[src/hw/tmr_pkg.sv]
// tmr_pkg: register map, field positions and reset values of the temperature monitor
// assumes: imported by the monitor core and its test bench; 9-bit values are two's complement
package tmr_pkg;
   localparam logic [1:0] PTR_TEMP = 2'h0;
   localparam logic [1:0] PTR_CFG  = 2'h1;
   localparam logic [1:0] PTR_HYST = 2'h2;
   localparam logic [1:0] PTR_SET  = 2'h3;
   localparam int CFG_FLAG  = 7;
   localparam int CFG_MASK  = 6;
   localparam int CFG_ZONE  = 5;
   localparam int CFG_DEPH  = 4;
   localparam int CFG_DEPL  = 3;
   localparam int CFG_ALPOL = 2;
   localparam int CFG_MODE  = 1;
   localparam int CFG_PDN   = 0;
   localparam logic [8:0] TEMP_RST = 9'h000;
   localparam logic [8:0] HYST_RST = 9'h096;
   localparam logic [8:0] SET_RST  = 9'h0a0;
   localparam logic [7:0] CFG_RST  = 8'h00;
   localparam logic [3:0] BYTE_BITS = 4'h8;
   localparam logic [2:0] DEPTH_1 = 3'h1;
   localparam logic [2:0] DEPTH_2 = 3'h2;
   localparam logic [2:0] DEPTH_4 = 3'h4;
   localparam logic [2:0] DEPTH_6 = 3'h6;
   typedef enum logic [3:0] {
      S_IDLE, S_ADDR, S_AACK, S_CMD, S_CACK, S_WR, S_WACK, S_RD, S_RACK
   } tmr_bus_t;
endpackage

[src/hw/tmr_core.sv]
// tmr_core: temperature monitor register set behind a two-wire serial slave port
// assumes: serial clock/data arrive unsynchronised; conversion results come from
// same-clock logic as a one-cycle conv_done pulse with both zone values
//
// Behaviour
// - command byte low bits pick temp, config, hysteresis or setpoint register.
// - temperature register is read-only; data sits in bits 15..7.
// - temperature resets to zero, updated by each finished conversion except while powered down.
// - hysteresis is 9-bit read/write, resets to 0x096.
// - setpoint is 9-bit read/write, resets to 0x0a0.
// - 9-bit values travel as two bytes, left justified.
// - config bits: flag, mask, zone, depth[1:0], polarity, mode, power down.
// - event flag reports a qualified event; host writes cannot set it.
// - mask zero enables alert, one disables it.
// - mask set keeps alert pin released regardless of polarity.
// - zone bit picks remote (1) or internal (0) result.
// - depth codes 00,01,10,11 mean 1,2,4,6 consecutive conversions.
// - polarity one is active high alert, zero active low.
// - mode one is interrupt behaviour, zero comparator behaviour.
// - power down bit stops conversions; config resets to zero.
// - flag sets once depth conversions see temp below hysteresis or above setpoint; in interrupt mode the two alternate, above setpoint first.
// - crossing counts only after depth consecutive qualifying conversions.
// - config read clears flag; many events show as one.
// - interrupt mode: any read or power down entry clears alert and flag.
// - comparator alert holds until depth conversions below hysteresis.
`timescale 1ns/1ps
module tmr_core
   import tmr_pkg::*;
#(
   parameter logic [6:0] SLAVE_ADDR = 7'h2a  // arbitrary value
)(
   input  wire logic       core_clk,
   input  wire logic       reset,
   input  wire logic       ce,
   input  wire logic       scl_in,
   input  wire logic       sda_in,
   output logic            sda_out,
   output logic            sda_oe,
   output logic            alert_out,
   output logic            alert_oe,
   input  wire logic       conv_done,
   input  wire logic [8:0] conv_internal,
   input  wire logic [8:0] conv_remote,
   output logic            zone_remote,
   output logic            power_down_select
);

   typedef struct packed {
      logic [2:0] scl_s;
      logic [2:0] sda_s;
      logic       scl_f;
      logic       sda_f;
      tmr_bus_t   st;
      logic [3:0] cnt;
      logic [7:0] sr;
      logic       rw;
      logic [1:0] ptr;
      logic       byte_hi;
      logic [7:0] hold;
      logic [8:0] temp;
      logic [8:0] hysteresis_threshold;
      logic [8:0] setpoint;
      logic [7:0] cfg;
      logic [2:0] ovr_cnt;
      logic [2:0] und_cnt;
      logic       alert_act;
      logic       armed_over;
      logic       sda_oe;
      logic       alert_oe;
      logic       drv_lvl;
   } tmr_state_t;

   tmr_state_t r;
   tmr_state_t n;
   logic       scl_rise;
   logic       scl_fall;
   logic       start;
   logic       stop;
   logic       rd_evt;
   logic       load;
   logic       clr_any;
   logic       clr_flag;
   logic [8:0] t;
   logic       ov;
   logic       un;
   logic       ovq;
   logic       unq;
   logic [2:0] dep;

   function automatic logic [2:0] depth_of(input logic [1:0] d);
      case (d)
         2'h0:    depth_of = DEPTH_1;
         2'h1:    depth_of = DEPTH_2;
         2'h2:    depth_of = DEPTH_4;
         default: depth_of = DEPTH_6;
      endcase
   endfunction

   function automatic logic [2:0] sat_inc(input logic [2:0] c);
      sat_inc = (c >= DEPTH_6) ? DEPTH_6 : c + 3'h1;
   endfunction

   function automatic logic [7:0] rd_byte(input tmr_state_t s);
      logic [8:0] v;
      case (s.ptr)
         PTR_TEMP: v = s.temp;
         PTR_HYST: v = s.hysteresis_threshold;
         default:  v = s.setpoint;
      endcase
      if (s.ptr == PTR_CFG)
         rd_byte = s.cfg;
      else if (s.byte_hi)
         rd_byte = v[8:1];
      else
         rd_byte = {v[0], 7'h00};
   endfunction

   always_comb
   begin
      n        = r;
      rd_evt   = 1'b0;
      load     = 1'b0;
      n.scl_s  = {r.scl_s[1:0], scl_in};
      n.sda_s  = {r.sda_s[1:0], sda_in};
      // a level counts only once the second and third stage agree
      if (r.scl_s[2] == r.scl_s[1])
         n.scl_f = r.scl_s[2];
      if (r.sda_s[2] == r.sda_s[1])
         n.sda_f = r.sda_s[2];
      scl_rise = ~r.scl_f & n.scl_f;
      scl_fall = r.scl_f & ~n.scl_f;
      start    = r.scl_f & n.scl_f & r.sda_f & ~n.sda_f;
      stop     = r.scl_f & n.scl_f & ~r.sda_f & n.sda_f;
      if (start)
      begin
         n.st     = S_ADDR;
         n.cnt    = 4'h0;
         n.sda_oe = 1'b0;
      end
      else if (stop)
      begin
         n.st     = S_IDLE;
         n.sda_oe = 1'b0;
      end
      else if (scl_rise)
      begin
         case (r.st)
            S_ADDR, S_CMD, S_WR:
            begin
               n.sr  = {r.sr[6:0], n.sda_f};
               n.cnt = r.cnt + 4'h1;
            end
            S_RD:
               n.cnt = r.cnt + 4'h1;
            S_RACK:
               if (n.sda_f)
                  n.st = S_IDLE;
            default:
               n.st = r.st;
         endcase
      end
      else if (scl_fall)
      begin
         case (r.st)
            S_ADDR:
               if (r.cnt == BYTE_BITS)
               begin
                  if (r.sr[7:1] == SLAVE_ADDR)
                  begin
                     n.st      = S_AACK;
                     n.sda_oe  = 1'b1;
                     n.rw      = r.sr[0];
                     n.byte_hi = 1'b1;
                  end
                  else
                     n.st = S_IDLE;
               end
            S_CMD:
               if (r.cnt == BYTE_BITS)
               begin
                  n.ptr     = r.sr[1:0];
                  n.st      = S_CACK;
                  n.sda_oe  = 1'b1;
               end
            S_WR:
               if (r.cnt == BYTE_BITS)
               begin
                  n.st     = S_WACK;
                  n.sda_oe = 1'b1;
                  if (r.ptr == PTR_CFG)
                     n.cfg[6:0] = r.sr[6:0];
                  else if (r.ptr != PTR_TEMP)
                  begin
                     if (r.byte_hi)
                     begin
                        n.hold    = r.sr;
                        n.byte_hi = 1'b0;
                     end
                     else
                     begin
                        // low seven bits of the second byte are dropped
                        if (r.ptr == PTR_HYST)
                           n.hysteresis_threshold = {r.hold, r.sr[7]};
                        else
                           n.setpoint = {r.hold, r.sr[7]};
                        n.byte_hi = 1'b1;
                     end
                  end
               end
            S_AACK:
            begin
               n.cnt = 4'h0;
               // read event at the first load, so a config read still shows the flag
               if (r.rw)
               begin
                  load   = 1'b1;
                  rd_evt = 1'b1;
               end
               else
               begin
                  n.st     = S_CMD;
                  n.sda_oe = 1'b0;
               end
            end
            S_CACK, S_WACK:
            begin
               n.st     = S_WR;
               n.cnt    = 4'h0;
               n.sda_oe = 1'b0;
            end
            S_RD:
               if (r.cnt == BYTE_BITS)
               begin
                  n.st     = S_RACK;
                  n.sda_oe = 1'b0;
               end
               else
               begin
                  n.sr     = {r.sr[6:0], 1'b0};
                  n.sda_oe = ~r.sr[6];
               end
            S_RACK:
               load = 1'b1;
            default:
               n.st = r.st;
         endcase
      end
      if (load)
      begin
         n.st      = S_RD;
         n.cnt     = 4'h0;
         n.sr      = rd_byte(r);
         n.sda_oe  = ~n.sr[7];
         n.byte_hi = (r.ptr == PTR_CFG) | ~r.byte_hi;
      end

      // clears come first so that a conversion in the same cycle wins
      clr_any  = r.cfg[CFG_MODE] & (rd_evt | (~r.cfg[CFG_PDN] & n.cfg[CFG_PDN]));
      clr_flag = clr_any | (rd_evt & (r.ptr == PTR_CFG));
      if (clr_flag)
         n.cfg[CFG_FLAG] = 1'b0;
      if (clr_any)
         n.alert_act = 1'b0;
      if (!n.cfg[CFG_MODE])
         n.armed_over = 1'b1;  // leaving interrupt mode re-arms for overtemperature

      t   = r.cfg[CFG_ZONE] ? conv_remote : conv_internal;
      ov  = $signed(t) > $signed(r.setpoint);
      un  = $signed(t) < $signed(r.hysteresis_threshold);
      dep = depth_of(r.cfg[CFG_DEPH:CFG_DEPL]);
      ovq = 1'b0;
      unq = 1'b0;
      if (conv_done & ~r.cfg[CFG_PDN])
      begin
         n.temp    = t;
         n.ovr_cnt = ov ? sat_inc(r.ovr_cnt) : 3'h0;
         n.und_cnt = un ? sat_inc(r.und_cnt) : 3'h0;
         ovq       = ov & (n.ovr_cnt >= dep);
         unq       = un & (n.und_cnt >= dep);
         if (r.cfg[CFG_MODE])
         begin
            if (ovq & n.armed_over)
            begin
               n.cfg[CFG_FLAG] = 1'b1;
               n.alert_act     = 1'b1;
               n.armed_over    = 1'b0;
            end
            else if (unq & ~n.armed_over)
            begin
               n.cfg[CFG_FLAG] = 1'b1;
               n.alert_act     = 1'b1;
               n.armed_over    = 1'b1;
            end
         end
         else
         begin
            if (ovq | unq)
               n.cfg[CFG_FLAG] = 1'b1;
            if (ovq)
               n.alert_act = 1'b1;
            else if (unq)
               n.alert_act = 1'b0;
         end
      end
      // open drain: enable means pulling the pin low
      n.alert_oe = ~n.cfg[CFG_MASK]
                 & (n.cfg[CFG_ALPOL] ? ~n.alert_act : n.alert_act);
      n.drv_lvl  = 1'b0;
   end

   always_ff @(posedge core_clk or posedge reset)
   begin
      if (reset)
      begin
         r                      <= '0;
         r.scl_s                <= 3'h7;
         r.sda_s                <= 3'h7;
         r.scl_f                <= 1'b1;
         r.sda_f                <= 1'b1;
         r.st                   <= S_IDLE;
         r.temp                 <= TEMP_RST;
         r.hysteresis_threshold <= HYST_RST;
         r.setpoint             <= SET_RST;
         r.cfg                  <= CFG_RST;
         r.armed_over           <= 1'b1;
      end
      else if (ce)
         r <= n;
   end

   assign sda_out           = r.drv_lvl;
   assign sda_oe            = r.sda_oe;
   assign alert_out         = r.drv_lvl;
   assign alert_oe          = r.alert_oe;
   assign zone_remote       = r.cfg[CFG_ZONE];
   assign power_down_select = r.cfg[CFG_PDN];
endmodule

[config.mk]
export PLATFORM = sky130hd
export DESIGN_NAME = tmr_core
export DESIGN_NICKNAME = d
export VERILOG_FILES = /design/src/hw/tmr_pkg.sv /design/src/hw/tmr_core.sv
export SDC_FILE = /design/constraint.sdc
export NUM_CORES = 1
export LEC_CHECK = 0
export ABC_AREA = 1
export CORE_ASPECT_RATIO = 1.25
export CORE_MARGIN = 1.5
export CORE_UTILIZATION = 69
export CTS_BUF_LIST = sky130_fd_sc_hd__clkbuf_8
export CTS_CLUSTER_SIZE = 40
export DETAILED_ROUTE_END_ITERATION = 12
export DONT_BUFFER_PORTS = 1
export GPL_TIMING_DRIVEN = 0
export HOLD_SLACK_MARGIN = 0.15
export PLACE_DENSITY = 0.82
export SLEW_MARGIN = 10
export SYNTH_ARGS = -nofsm -noshare
export SYNTH_HDL_FRONTEND = slang
export SYNTH_SLANG_ARGS = --single-unit
[constraint.sdc]
create_clock -name core_clk -period 9.58 [get_ports core_clk]
set_clock_uncertainty 0.1 [all_clocks]
set_input_delay 2.874 -clock core_clk [delete_from_list [all_inputs] [get_ports core_clk]]
set_output_delay 2.874 -clock core_clk [all_outputs]
set_load 0.01 [all_outputs]
## Yosys cells after proc, flatten, opt, wreduce, memory -nomap -nowiden

Index checks and enable logic that the tools add are counted.

| storage, ports and cells | value |
|---|---|
| flip-flop bits (word level) | 81 |
| bits of input ports | 24 |
| output and inout port bits | 6 |
| word-level logic and storage cells | 241 |

| cells by class | value |
|---|---|
| add/subtract/negate cells | 3 |
| $lt $le $gt $ge | 6 |
| eq/ne operators | 41 |
| muxes and demuxes | 95 |
| bitwise gates (word level) | 36 |
| reductions and logical operators | 38 |

Operators with widths:

| cell | number |
|---|---|
| $mux W28 | 4 |
| $mux W8 | 9 |
| $mux W7 | 7 |
| $reduce_bool A4 Y1 | 11 |
| $mux W1 | 40 |
| $mux W4 | 10 |
| $mux W9 | 4 |
| $reduce_and A11 Y1 | 3 |
| $mux W16 | 2 |
| $ne A6 B6 Y1 const B | 5 |
| $mux W24 | 1 |
| $pmux W4 S6 | 1 |
| $reduce_and A8 Y1 | 3 |
| $mux W20 | 1 |
| $reduce_and A10 Y1 | 2 |
| $ne A3 B3 Y1 const B | 6 |
| $pmux W9 S2 | 1 |
| $and A1 B1 Y1 | 16 |
| $eq A4 B3 Y1 const B | 4 |
| $not A1 Y1 | 16 |
| $ne A5 B5 Y1 const B | 3 |
| $reduce_and A7 Y1 | 2 |
| $mux W12 | 1 |
| $mux W2 | 6 |
| 37 further kinds | 61 |

## Longest topological paths before layout

| logic depth | value |
|---|---|
| word-level depth | 19 |
| gate-level depth with buffers | 25 |

## Worst setup path after synthesis

No wires, ideal clock.

| timing | value |
|---|---|
| path kind | input-to-reg |
| start point | input port conv_internal[8] |
| end point | register r (netlist bit alert_oe) |
| setup time | 0.117 ns |
| arrival | 5.165 ns |
| required time | 9.363 ns |
| path slack | 4.198 ns |
| stages | 22 |
| cell sequence | nand2_1 -> nand2_1 -> ha_1 -> nand2_1 -> nor2_1 -> nand3_1 -> nand3_1 -> nand2_1 -> nand2_1 -> inv_1 -> a211oi_1 -> ha_1 -> a21oi_1 -> o211ai_1 -> nand3_1 -> nor2_1 -> nor2_1 -> nand2_1 -> nand2_1 -> nand2_1 -> nand2_1 -> nand2_1 |

| between the ends | value |
|---|---|
| cells in the longest elaborated chain, start to end | 13 |
| elaborated cells on any way between the ends | 20 |
| classes of those cells | order compare: 4; mux: 10; bitwise: 6 |

Ends and longest elaborated chain:

| element | RTL line | text |
|---|---|---|
| start, declared | tmr_core.sv:42 | `input wire logic [8:0] conv_internal,` |
| $mux W9 (*) | tmr_core.sv:267 | `t = r.cfg[CFG_ZONE] ? conv_remote : conv_internal;` |
| named net t[8] | tmr_core.sv:83 | `logic [8:0] t;` |
| $lt A9 B9 Y1 | tmr_core.sv:269 | `un = $signed(t) < $signed(r.hysteresis_threshold);` |
| $mux W3 | tmr_core.sv:277 | `n.und_cnt = un ? sat_inc(r.und_cnt) : 3'h0;` |
| $ge A3 B3 Y1 | tmr_core.sv:279 | `unq = un & (n.und_cnt >= dep);` |
| $and A1 B1 Y1 | tmr_core.sv:279 |  |
| $and A1 B1 Y1 | tmr_core.sv:288 | `else if (unq & ~n.armed_over)` |
| $mux W2 | tmr_core.sv:288 |  |
| $mux W2 | tmr_core.sv:282 | `if (ovq & n.armed_over)` |
| $mux W1 (*) | tmr_core.sv:280 | `if (r.cfg[CFG_MODE])` |
| $mux W2 (*) | tmr_core.sv:273 | `if (conv_done & ~r.cfg[CFG_PDN])` |
| $not A1 Y1 | tmr_core.sv:307 | `& (n.cfg[CFG_ALPOL] ? ~n.alert_act : n.alert_act);` |
| $mux W1 (*) | tmr_core.sv:307 |  |
| $and A1 B1 Y1 (*) | tmr_core.sv:307 |  |
| end signal, assigned | tmr_core.sv:328 | `r <= n;` |
| end, declared | tmr_core.sv:73 | `tmr_state_t r;` |

The timed path passes the listed nets; every way through them passes the cells marked *.
A chain may end at the register's enable or synchronous reset.

## Worst setup path after layout

Same ends and word-level chain as after synthesis.

==> results.md <==
* Status: completed
* CP required at 9.72 ns
* Dpl hpwl at 9477 um
* Fillers at 536
* Reg clk slew, reported paths at 0.08 ns
* Hold depth at 2
* Iteration-0 DRC Markers at 382
* CTS sink cnt at 81
* Final #Nets at 741
* Dpl ws at 3.680 ns
* Count of different cell masters after synthesis at 39
* Clock Path Buffers at 2
* Flop2flop setup slack at 5.66 ns
* DIE AREA at 7848 um^2
* Final worst slack at 3.974 ns
* Design Area, Final at 5364 um^2
* H-tree lvl count at 3
* Final Core Density at 0.7642
* Post-synth top area cell: dfrtp_1
* Worst reg2reg path depth at 23
* Avg WL per Cell at 15.86 um
* Most common cell in the netlist: nand2_1
* Nature of the critical path startpoint: primary input
* Row count at 34
* Post_cts resized at 0
* Ratio of cells with drive above 1 in the final layout at 0.09289
* Num ports at 30
* Most frequent cells after synthesis: 173 x nand2_1, 94 x inv_1, 66 x dfrtp_1
* Peak VDD IR at 0.0001657 V
* Routed WL at 12360 um
* Synth-to-layout area growth at 6.166%
* Tightest Pin Transition at 0.6289 ns
* Placed insts at 763
* Core Area at 7019 um^2
* Die X-Extent at 79.54 um
* Placed cell area at 5199 um^2
* R2r startpoint: zone_remote$_DFFE_PP0P_
* First-pass GRT wire length at 21190 um
* Hold_buf cts at 0
* Top cells by area, synth: dfrtp_1 33%, nand2_1 13%, ha_1 8.2%
* Worst Hold Path EP: n[80]$_DFFE_PP1P_
* CTS Root Cell: clkbuf_8
* Fmax at 178.4 MHz
* CP max FO at 4
* Count of pins over their slew limit at 0
* Post-synthesis async set-or-reset flop share at 1.000
* Power Density at 167.2 nW/um^2
* Post-synth EDFFs at 0
* Most common flop cell mapped by yosys: dfrtp_1
* Average cell area after synthesis at 7.530 um^2
* CP Data Arrival Time at 5.75 ns
* Vias per cell at 5.859
* DRC Markers at 0
* Reg2reg end: alert_oe$_DFFE_PP0P_
* Yosys reg bits at 81
* Vias at 4564
* Final min period at 5.606 ns
* Hold/Removal Path Class: reg -> reg
* Worst skew pair latency at 0.35 ns
* Final cell count without fillers at 779
* P_leak at 2.569 nW
* Kind of critical path: in -> reg
* Power Total at 0.8968 mW
* Post-route ant nets at 0
* Post-Syn Instances at 671
* Initial antenna violation count at 0
* Die Y at 98.67 um
* RSZ-0062 raised after global routing: false
* Hold wc startpoint: n[80]$_DFFE_PP1P_
* Final Setup Violations at 0
* Slew HR at 0.5792
* Largest net degree at the start of global routing at 62
* TNS Setup at 0 ns
* Post-synth top area share at 0.3269
* Yosys warnings at 0
* Final Cycle Share at 0.5852
* Hold WS at 0.3706 ns
* Final GP Congestion at 0.8986
* Initial Util at 0.7198
* Register area share after synthesis at 0.4049
* GR Overflow Total at 0
* Final Hold Vio Count at 0
* CTS buffer count at 9
* Pre-antenna DRT Iters at 5
* Diode count at 0
* IO buf count at 0
* CP Capture Type: register
* Vias in the first global route at 4620
* Max_cap viols at 0
* GRT Util Overall at 0.3464
* CTS tree: built
* Post-Syn Area at 5052 um^2
* Setup Fix Bufs, Post-CTS at 0
## worst max-delay path by stage
stage	start	endpoint	slack, ns	depth (start not counted)
6_report	conv_internal[8]	alert_oe$_DFFE_PP0P_	3.97	22
5_1_grt	conv_internal[8]	alert_oe$_DFFE_PP0P_	3.66	22
4_1_cts	conv_internal[8]	alert_oe$_DFFE_PP0P_	4.04	22
3_5_place_dp	conv_internal[8]	alert_oe$_DFFE_PP0P_	3.68	22
3_3_place_gp	reset	r[5]$_DFFE_PP0P_	3.75	1
2_1_floorplan	conv_internal[8]	alert_oe$_DFFE_PP0P_	4.20	22
## worst max-delay path, cell delays in order
cell	delay, ns
nand2_1	0.04
nand2_1	0.11
ha_1	0.36
nand2_1	0.09
nor2_1	0.14
nand3_1	0.12
nand3_1	0.10
nand2_1	0.05
nand2_1	0.17
inv_1	0.09
a211oi_1	0.32
ha_1	0.32
a21oi_1	0.16
o211ai_1	0.12
nand3_1	0.12
nor2_1	0.05
nor2_1	0.13
nand2_1	0.09
nand2_1	0.08
nand2_1	0.06
nand2_1	0.07
nand2_1	0.05
## power breakdown
group | switching (mW) | internal [mW] | total (mW)
clock network | 0.125 | 0.0913 | 0.216
registers | 0.0389 | 0.388 | 0.427
logic | 0.176 | 0.0775 | 0.253
total | 0.340 | 0.557 | 0.897
## routing by layer
layer,vias to the layer above,share of wire,GRT usage
met5,-,0,0
met4,0,0.034,0.1552
met3,31,0.051,0.05926
met2,167,0.50,0.5919
met1,2140,0.41,0.4243
li1,2226,-,-
## state kept, by name (all words and copies together) (netlist names)
| register | cells |
|---|---|
| sda_oe | 1 |
| r | 73 |
| zone_remote | 1 |
| alert_oe | 1 |
| power_down_select | 1 |
| n | 4 |
## cell usage in the layout, fill, tap and decap left out, types with 3 or more instances in the layout
cell / count
nand2_1: 173
inv_1: 96
dfrtp_1: 66
o21ai_0: 64
nor2_1: 52
a21oi_1: 44
ha_1: 33
nand3_1: 21
o22ai_1: 17
dfstp_2: 15
o21ai_1: 10
o211ai_1: 10
clkbuf_1: 9
clkbuf_8: 9
inv_2: 6
nor2_4: 5
nand3_2: 5
nand2_2: 4
nand4_1: 4
nor3_1: 4
clkinvlp_4: 4
nand4_2: 3
buf_2: 3
clkinv_1: 3
a22oi_1: 3
## cells by family after synthesis
logic type,Yosys count,synth area share
other,1,0.0007422
muxes,1,0.001981
buffers and inverters,118,0.09138
and+or+nand+nor,280,0.2484
DFF,81,0.4049
adders and majority gates,33,0.08172
AOI/OAI and AO/OA,157,0.1709
## final cells by class
type	instances	area [um^2]	area share
sequential	81	2046	0.3814
clock inverter	7	41.29	0.007698
multi-input combinational	473	2549	0.4752
inverter	103	389.1	0.07254
timing repair buffer	1	27.53	0.005132
clock buffer	9	123.9	0.02309
buffer	15	75.07	0.01400
tap	90	112.6	0.02099
Power figures use the tool's default switching activity.
